[src/pkg/cmd_decode_map.svh]
`ifndef CMD_DECODE_MAP_SVH
`define CMD_DECODE_MAP_SVH

// Address and bank widths of the command bus.
`define ADDR_W 16
`define BANK_W 3
// Position of the auto precharge / all banks bit.
`define AP_BIT 10
// Width of the decoded column address.
`define COL_W 15

`endif

[src/pkg/cmd_decode_pkg.sv]
`include "cmd_decode_map.svh"

package cmd_decode_pkg;

  typedef enum logic [3:0] {
    CMD_DESELECT = 4'h0,
    CMD_NOP = 4'h1,
    CMD_MODE_LOAD = 4'h2,
    CMD_REFRESH = 4'h3,
    CMD_SELF_REFRESH_ENTRY = 4'h4,
    CMD_POWER_DOWN_ENTRY = 4'h5,
    CMD_CKE_EXIT = 4'h6,
    CMD_PRECHARGE_ONE = 4'h7,
    CMD_PRECHARGE_ALL = 4'h8,
    CMD_ACTIVATE = 4'h9,
    CMD_WRITE = 4'ha,
    CMD_WRITE_AP = 4'hb,
    CMD_READ = 4'hc,
    CMD_READ_AP = 4'hd,
    CMD_ILLEGAL = 4'he
  } cmd_type;

  typedef enum logic [1:0] {
    PWR_ACTIVE = 2'b00,
    PWR_DOWN = 2'b01,
    PWR_SELF_REFRESH = 2'b10
  } pwr_type;

endpackage : cmd_decode_pkg

[src/pkg/pin_sample_if.sv]
`timescale 1ns/10ps
`include "cmd_decode_map.svh"

interface pin_sample_if;
  logic cs_n;
  logic ras_n;
  logic cas_n;
  logic we_n;
  logic cke;
  logic cke_prev;
  logic [`BANK_W-1:0] ba;
  logic [`ADDR_W-1:0] addr;
  modport sampler (output cs_n, ras_n, cas_n, we_n, cke, cke_prev, ba,
    addr);
  modport decoder (input cs_n, ras_n, cas_n, we_n, cke, cke_prev, ba, addr);
endinterface : pin_sample_if

[src/hw/pin_sampler.sv]
`timescale 1ns/10ps
`include "cmd_decode_map.svh"

module pin_sampler (
  // Clock and reset.
  input wire logic sys_clk,
  input wire logic rst,
  // Command pins.
  input wire logic cs_n_pin,
  input wire logic ras_n_pin,
  input wire logic cas_n_pin,
  input wire logic we_n_pin,
  input wire logic cke_pin,
  input wire logic [`BANK_W-1:0] ba_pin,
  input wire logic [`ADDR_W-1:0] addr_pin,
  // Synchronised levels.
  pin_sample_if.sampler smp
);

  localparam int W = 5 + `BANK_W + `ADDR_W;

  logic [W-1:0] meta_r;
  logic [W-1:0] sync_r;
  logic cke_prev_r;

  // Two flops on every pin before any decode logic sees it.
  always_ff @(posedge sys_clk or posedge rst) begin
    if (rst) begin
      meta_r <= '0;
      sync_r <= '0;
    end else begin
      meta_r <= {cs_n_pin, ras_n_pin, cas_n_pin, we_n_pin, cke_pin, ba_pin,
        addr_pin};
      sync_r <= meta_r;
    end
  end

  // Clock enable as seen on the previous edge.
  always_ff @(posedge sys_clk or posedge rst) begin
    if (rst) begin
      cke_prev_r <= 1'b0;
    end else begin
      cke_prev_r <= sync_r[W-5];
    end
  end

  assign smp.cs_n = sync_r[W-1];
  assign smp.ras_n = sync_r[W-2];
  assign smp.cas_n = sync_r[W-3];
  assign smp.we_n = sync_r[W-4];
  assign smp.cke = sync_r[W-5];
  assign smp.cke_prev = cke_prev_r;
  assign smp.ba = sync_r[`BANK_W+`ADDR_W-1:`ADDR_W];
  assign smp.addr = sync_r[`ADDR_W-1:0];

endmodule : pin_sampler

[src/hw/ddr2_command_decoder.sv]
`timescale 1ns/10ps
`include "cmd_decode_map.svh"

// What this block does
// - Decode only from levels sampled at rising edge.
// - Truth table encodings with clock enable high.
// - Write carries bank, column; A10 selects auto precharge.
// - Read carries bank, column; A10 selects auto precharge.
// - Clock enable edges enter and leave low power.
// - Precharge A10 picks one or all; activate row.
// - Termination input never affects command decoding.
// - No termination while in self refresh.
// - Top bank bit used only at 1Gb or more.
// - Upper column bits may be ignored by configuration.
// - Mode load bank bits select mode register.
// - Self refresh exit as soon as enable rises.
// - Length four bursts are never interrupted.
module ddr2_command_decoder (
  // Clock and reset.
  input wire logic sys_clk,
  input wire logic rst,
  // Configuration straps.
  input wire logic density_1g,
  input wire logic [`COL_W-1:0] col_mask,
  input wire logic burst_len4,
  // Command and address pins.
  input wire logic cs_n_pin,
  input wire logic ras_n_pin,
  input wire logic cas_n_pin,
  input wire logic we_n_pin,
  input wire logic cke_pin,
  input wire logic [`BANK_W-1:0] ba_pin,
  input wire logic [`ADDR_W-1:0] addr_pin,
  input wire logic odt_pin,
  // Decoded command.
  output logic cmd_valid,
  output cmd_decode_pkg::cmd_type cmd,
  output logic [`BANK_W-1:0] bank,
  output logic [`ADDR_W-1:0] row,
  output logic [`COL_W-1:0] col,
  output logic [`BANK_W-1:0] mode_reg_sel,
  output logic [`ADDR_W-1:0] mode_opcode,
  // Device state.
  output cmd_decode_pkg::pwr_type pwr_state,
  output logic burst_busy,
  output logic odt_enable
);

  pin_sample_if smp ();

  pin_sampler u_sampler (
    .sys_clk(sys_clk),
    .rst(rst),
    .cs_n_pin(cs_n_pin),
    .ras_n_pin(ras_n_pin),
    .cas_n_pin(cas_n_pin),
    .we_n_pin(we_n_pin),
    .cke_pin(cke_pin),
    .ba_pin(ba_pin),
    .addr_pin(addr_pin),
    .smp(smp)
  );

  cmd_decode_pkg::cmd_type cls;
  cmd_decode_pkg::pwr_type pwr_r;
  cmd_decode_pkg::pwr_type pwr_nxt;
  logic [`BANK_W-1:0] ba_eff;
  logic [`COL_W-1:0] col_raw;
  logic odt_meta_r;
  logic odt_sync_r;
  logic [1:0] burst_cnt_r;
  logic is_col_cmd;

  // The top bank bit only counts in the larger densities.
  assign ba_eff = {smp.ba[`BANK_W-1] & density_1g,
    smp.ba[`BANK_W-2:0]};

  // Column address skips the auto precharge bit.
  assign col_raw = {smp.addr[`ADDR_W-1:`AP_BIT+1],
    smp.addr[`AP_BIT-1:0]};

  // Classification from the registered pin levels only.
  always_comb begin
    cls = cmd_decode_pkg::CMD_ILLEGAL;
    if (!smp.cke_prev) begin
      // Strobes are don't care while clock enable was low.
      if (smp.cke) begin
        cls = cmd_decode_pkg::CMD_CKE_EXIT;
      end else begin
        cls = cmd_decode_pkg::CMD_DESELECT;
      end
    end else if (smp.cs_n) begin
      cls = smp.cke ? cmd_decode_pkg::CMD_DESELECT
        : cmd_decode_pkg::CMD_POWER_DOWN_ENTRY;
    end else if (!smp.cke) begin
      if (!smp.ras_n && !smp.cas_n && smp.we_n) begin
        cls = cmd_decode_pkg::CMD_SELF_REFRESH_ENTRY;
      end else if (smp.ras_n && smp.cas_n && smp.we_n) begin
        cls = cmd_decode_pkg::CMD_POWER_DOWN_ENTRY;
      end
    end else begin
      unique case ({smp.ras_n, smp.cas_n, smp.we_n})
        3'b000: cls = cmd_decode_pkg::CMD_MODE_LOAD;
        3'b001: cls = cmd_decode_pkg::CMD_REFRESH;
        3'b010: cls = smp.addr[`AP_BIT] ? cmd_decode_pkg::CMD_PRECHARGE_ALL
          : cmd_decode_pkg::CMD_PRECHARGE_ONE;
        3'b011: cls = cmd_decode_pkg::CMD_ACTIVATE;
        3'b100: cls = smp.addr[`AP_BIT] ? cmd_decode_pkg::CMD_WRITE_AP
          : cmd_decode_pkg::CMD_WRITE;
        3'b101: cls = smp.addr[`AP_BIT] ? cmd_decode_pkg::CMD_READ_AP
          : cmd_decode_pkg::CMD_READ;
        3'b110: cls = cmd_decode_pkg::CMD_NOP;
        3'b111: cls = cmd_decode_pkg::CMD_NOP;
      endcase
    end
    if (burst_busy && burst_len4 && smp.cke_prev) begin
      if (cls inside {cmd_decode_pkg::CMD_WRITE, cmd_decode_pkg::CMD_WRITE_AP,
        cmd_decode_pkg::CMD_READ, cmd_decode_pkg::CMD_READ_AP,
        cmd_decode_pkg::CMD_PRECHARGE_ONE,
        cmd_decode_pkg::CMD_PRECHARGE_ALL}) begin
        cls = cmd_decode_pkg::CMD_ILLEGAL;
      end
    end
  end

  assign is_col_cmd = cls inside {cmd_decode_pkg::CMD_WRITE,
    cmd_decode_pkg::CMD_WRITE_AP, cmd_decode_pkg::CMD_READ,
    cmd_decode_pkg::CMD_READ_AP};

  // Power state follows clock enable edges.
  always_comb begin
    pwr_nxt = pwr_r;
    unique case (cls)
      cmd_decode_pkg::CMD_SELF_REFRESH_ENTRY:
        pwr_nxt = cmd_decode_pkg::PWR_SELF_REFRESH;
      cmd_decode_pkg::CMD_POWER_DOWN_ENTRY:
        pwr_nxt = cmd_decode_pkg::PWR_DOWN;
      cmd_decode_pkg::CMD_CKE_EXIT:
        pwr_nxt = cmd_decode_pkg::PWR_ACTIVE;
      default: pwr_nxt = pwr_r;
    endcase
  end

  always_ff @(posedge sys_clk or posedge rst) begin
    if (rst) begin
      pwr_r <= cmd_decode_pkg::PWR_ACTIVE;
    end else begin
      pwr_r <= pwr_nxt;
    end
  end

  // Self refresh is left the moment clock enable is seen high.
  assign pwr_state = (pwr_r == cmd_decode_pkg::PWR_SELF_REFRESH && smp.cke)
    ? cmd_decode_pkg::PWR_ACTIVE : pwr_r;

  // Length four burst tracker, one more cycle after the column command.
  always_ff @(posedge sys_clk or posedge rst) begin
    if (rst) begin
      burst_cnt_r <= 2'h0;
    end else if (is_col_cmd && burst_len4) begin
      burst_cnt_r <= 2'h1;
    end else if (burst_cnt_r != 2'h0) begin
      burst_cnt_r <= burst_cnt_r - 2'h1;
    end
  end

  assign burst_busy = (burst_cnt_r != 2'h0);

  // Decoded outputs, held in flops.
  always_ff @(posedge sys_clk or posedge rst) begin
    if (rst) begin
      cmd_valid <= 1'b0;
      cmd <= cmd_decode_pkg::CMD_DESELECT;
      bank <= '0;
      row <= '0;
      col <= '0;
      mode_reg_sel <= '0;
      mode_opcode <= '0;
    end else begin
      cmd_valid <= !(cls inside {cmd_decode_pkg::CMD_DESELECT,
        cmd_decode_pkg::CMD_NOP});
      cmd <= cls;
      bank <= ba_eff;
      if (cls == cmd_decode_pkg::CMD_ACTIVATE) begin
        row <= smp.addr;
      end
      if (is_col_cmd) begin
        col <= col_raw & col_mask;
      end
      if (cls == cmd_decode_pkg::CMD_MODE_LOAD) begin
        mode_reg_sel <= ba_eff;
        mode_opcode <= smp.addr;
      end
    end
  end

  // Termination pin only gates the termination output.
  always_ff @(posedge sys_clk or posedge rst) begin
    if (rst) begin
      odt_meta_r <= 1'b0;
      odt_sync_r <= 1'b0;
    end else begin
      odt_meta_r <= odt_pin;
      odt_sync_r <= odt_meta_r;
    end
  end

  assign odt_enable = odt_sync_r
    && (pwr_r != cmd_decode_pkg::PWR_SELF_REFRESH);

endmodule : ddr2_command_decoder

[config.mk]
export PLATFORM = sky130hd
export DESIGN_NAME = ddr2_command_decoder
export DESIGN_NICKNAME = d
export VERILOG_FILES = /design/src/pkg/cmd_decode_pkg.sv /design/src/pkg/pin_sample_if.sv /design/src/hw/pin_sampler.sv /design/src/hw/ddr2_command_decoder.sv
export VERILOG_INCLUDE_DIRS = /design/src /design/src/pkg
export SDC_FILE = /design/constraint.sdc
export NUM_CORES = 1
export LEC_CHECK = 0
export BUFFER_PORTS_ARGS = -buffer_cell sky130_fd_sc_hd__buf_2
export CELL_PAD_IN_SITES_DETAIL_PLACEMENT = 2
export CELL_PAD_IN_SITES_GLOBAL_PLACEMENT = 2
export CORE_MARGIN = 2
export CORE_UTILIZATION = 40
export CTS_BUF_LIST = sky130_fd_sc_hd__clkbuf_4 sky130_fd_sc_hd__clkbuf_8
export CTS_CLUSTER_SIZE = 10
export DETAILED_ROUTE_END_ITERATION = 8
export PLACE_DENSITY_LB_ADDON = 0.2
export SYNTH_ARGS = -nofsm -noshare
export SYNTH_HDL_FRONTEND = slang
export SYNTH_SLANG_ARGS = --single-unit
[constraint.sdc]
create_clock -name sys_clk -period 10 [get_ports sys_clk]
set_clock_uncertainty 0.05 [all_clocks]
set_input_delay 1 -clock sys_clk [delete_from_list [all_inputs] [get_ports sys_clk]]
set_output_delay 1 -clock sys_clk [all_outputs]
set_load 0.05 [all_outputs]
==> impl_metrics.json <==
{
  "cap_violations": 0,
  "antenna_left": 0,
  "crit_buf_inv": 1,
  "synth.net_count": 336,
  "worstSetupPathType": "reg2reg",
  "synth_cell_types": 51,
  "cts_tree": "done",
  "synth_top_area_share": 0.6760,
  "synthArstFlopShare": 1.000,
  "ys.flop_type": "dfrtp_1",
  "critPathSlowestCell": "dfrtp_1",
  "worstSetupEndpointType": "flop",
  "vias": 2653,
  "reg2reg_from": "u_sampler.sync_r[19]",
  "worst-r2r-setup-slack_ps": 7140,
  "core_um2": 10230,
  "crit_arrival_ps": 3120,
  "cts_sinks": 113,
  "ctsHoldBuffers": 0,
  "die_y_um": 106.3,
  "cp_top_family": "simple AND/OR/NAND/NOR gates",
  "min_path_cells": 0,
  "synth_area_um2": 4183,
  "status": "completed",
  "yosys.area.top_type": "dfrtp_1",
  "synth_compound_area_frac": 0.04547,
  "synth_seq_area_share": 0.6760,
  "start_kind": "flop",
  "ys_ff_latch": 113,
  "ctsResizeCount": 0,
  "yosys_warnings": 0,
  "synth_xor_area_frac": 0.004188,
  "grt_setup_unrepaired": "false",
  "synth_commonest_cells": "113 x dfrtp_1, 26 x nand2_1, 24 x mux2_2",
  "cts_setup_buffers": 0,
  "start_util": 0.4088,
  "synthCells": 291,
  "viasPerCell": 4.806,
  "clockRootBuffer": "clkbuf_8",
  "slew_viol_final": 0,
  "rows": 37,
  "ir_worst_vdd_mv": 0.1372,
  "cts.clk_slew.worst_paths_ps": 70,
  "dp_hpwl_um": 6937,
  "place_ws_ps": 7182,
  "cts_buffer_depth": 2,
  "clock_latency_ps": 430,
  "period_needed_ps": 2857,
  "finalPower_mw": 1.502,
  "drt_wl_total_um": 10500,
  "setup_tns_ps": 0,
  "layout.nets": 449,
  "num_io_pins": 106,
  "hold_path.class": "reg2reg",
  "placed_cells": 521,
  "synth_adder_area_share": 0.002991,
  "p_leak_nw": 2.665,
  "fmax_mhz": 350.0,
  "crit_required_ps": 10260,
  "setup_slack_ps": 7143,
  "diodes": 0,
  "synth-simple-area-share": 0.08196,
  "drcViolationCount": 0,
  "p_per_area_nw_per_um2": 288.7,
  "wl_per_cell_um": 19.03,
  "first_pass_iters": 4,
  "synthMuxAreaShare": 0.1442,
  "dieArea_um2": 11290,
  "place.gp.congestion": 0.8016,
  "setup_viol": 0,
  "hold_end": "u_sampler.sync_r[7]",
  "synth_top_family_by_area": "multiplexers",
  "crit_chain": "or3b_1, o2111a_1, or2_1, nor4b_4, buf_4, mux2_2",
  "syn_avg_cell_area_um2": 14.37,
  "slew_headroom": 0.3733,
  "reg2reg_depth": 6,
  "grt_max_degree": 77,
  "synth_edf_count": 0,
  "grt_first_pass_wirelength_um": 16960,
  "critical_path.max_fanout": 20,
  "worst_pin_slew_ps": 940.0,
  "hold_viol": 0,
  "overflow": 0,
  "htree_num_levels": 4,
  "grt.total_usage": 0.2041,
  "max_stage_delay_ps": 590,
  "areaGrowthSynthToFinish_pct": 24.38,
  "final-instance-count-excl-fill": 552,
  "place.port_buffers": 105,
  "first_iter_violations": 33,
  "grt_pass1_vias": 3107,
  "drive_above_1_share": 0.4327,
  "rr_endpoint": "mode_opcode[1]",
  "period_share": 0.2857,
  "numCtsBuffers": 17,
  "yosysMostFrequentCell": "dfrtp_1",
  "min_from": "u_sampler.meta_r[7]",
  "dieWidth_um": 106.3,
  "yosys-top-cells-area": "dfrtp_1 68%, mux2_2 6.5%, mux2i_1 3.8%",
  "antenna_found_initial": 0
}
==> metal layers <==
metal  up-vias  GRT usage  wire length (um)
met5         -          0                 0
met4         0    0.06485                94
met3         8    0.07235               517
met2        69     0.3677              5878
met1      1371     0.2239              4012
li1       1205          -                 -
==> kinds of logic (layout without fill, tap and decap cells) <==
logic type | count (synthesis) | after routing
fa+ha+maj | 1 | 1
xor+xnor | 2 | 2
compound gates | 26 | 26
buf+inv | 37 | 162
mux | 52 | 52
flops | 113 | 113
simple gates | 60 | 60
==> through the flow <==
stage	hold WS [ps]	utilization	cell area [um2]
CTS	300.5	0.5085	5202
floorplan	281.2	-	4183
detailed placement	285.6	0.4696	4805
global route	307.2	0.5085	5202
global placement	281.8	0.4696	4805
finish	298.5	0.5085	5202
==> worst register-to-register path: cells and delay by family, from the launching register on <==
kind / cells / cell delay [ps]
buffers and inverters: 1 / 380
muxes: 1 / 400
DFF: 1 / 590
and+or+nand+nor: 3 / 1140
AOI/OAI and AO/OA: 1 / 190
==> layout by cell type, fill, tap and decap left out, drive strengths merged, types with 2 or more instances in the layout <==
cell | netlist | routed
a21boi | 4 | 4
a21o | 2 | 2
a21oi | 4 | 4
and2 | 3 | 3
buf | 11 | 109
bufinv | 0 | 2
clkbuf | 4 | 21
clkinv | 0 | 6
clkinvlp | 0 | 2
dfrtp | 113 | 113
inv | 22 | 22
mux2 | 36 | 36
mux2i | 16 | 16
nand2 | 26 | 26
nand2b | 2 | 2
nand3 | 6 | 6
nor2b | 3 | 3
nor3 | 5 | 5
nor4b | 2 | 2
o211ai | 3 | 3
o21ai | 4 | 4
or2 | 2 | 2
or3b | 2 | 2
==> flip-flops by register name, indices dropped and copies added, names as in the netlist <==
signal / count
burst_cnt_r: 2
cmd: 4
u_sampler.smp.cke_prev: 1
u_sampler.sync_r: 24
col: 15
bank: 3
odt_sync_r: 1
u_sampler.meta_r: 24
cmd_valid: 1
odt_meta_r: 1
mode_reg_sel: 3
row: 16
pwr_r: 2
mode_opcode: 16
==> how the worst max path moves through the flow <==
stage                               from         endpoint  slack [ps]  cells after the start
floorplan                            rst          bank[0]        5960                      1
global placement    u_sampler.sync_r[19]  mode_reg_sel[0]        7310                      6
detailed placement  u_sampler.sync_r[19]  mode_reg_sel[0]        7180                      6
CTS                 u_sampler.sync_r[19]   mode_opcode[1]        7140                      6
global route        u_sampler.sync_r[19]   mode_opcode[3]        7030                      6
finish              u_sampler.sync_r[19]   mode_opcode[1]        7140                      6
==> cell type report <==
| type | instances | area (um2) |
|---|---|---|
| fill | 983 | 5029 |
| timing repair buffer | 109 | 555.5 |
| multi-input combinational | 141 | 1166 |
| clock inverter | 10 | 108.9 |
| clock buffer | 21 | 289.0 |
| inverter | 22 | 85.08 |
| tap | 136 | 170.2 |
| sequential | 113 | 2828 |
==> power breakdown <==
part	total (mW)	switching, mW	internal, mW
Combinational	0.480	0.356	0.124
Sequential	0.594	0.0540	0.540
Clock	0.428	0.184	0.244
Total	1.50	0.593	0.908
(Power assumes the default switching activity.)
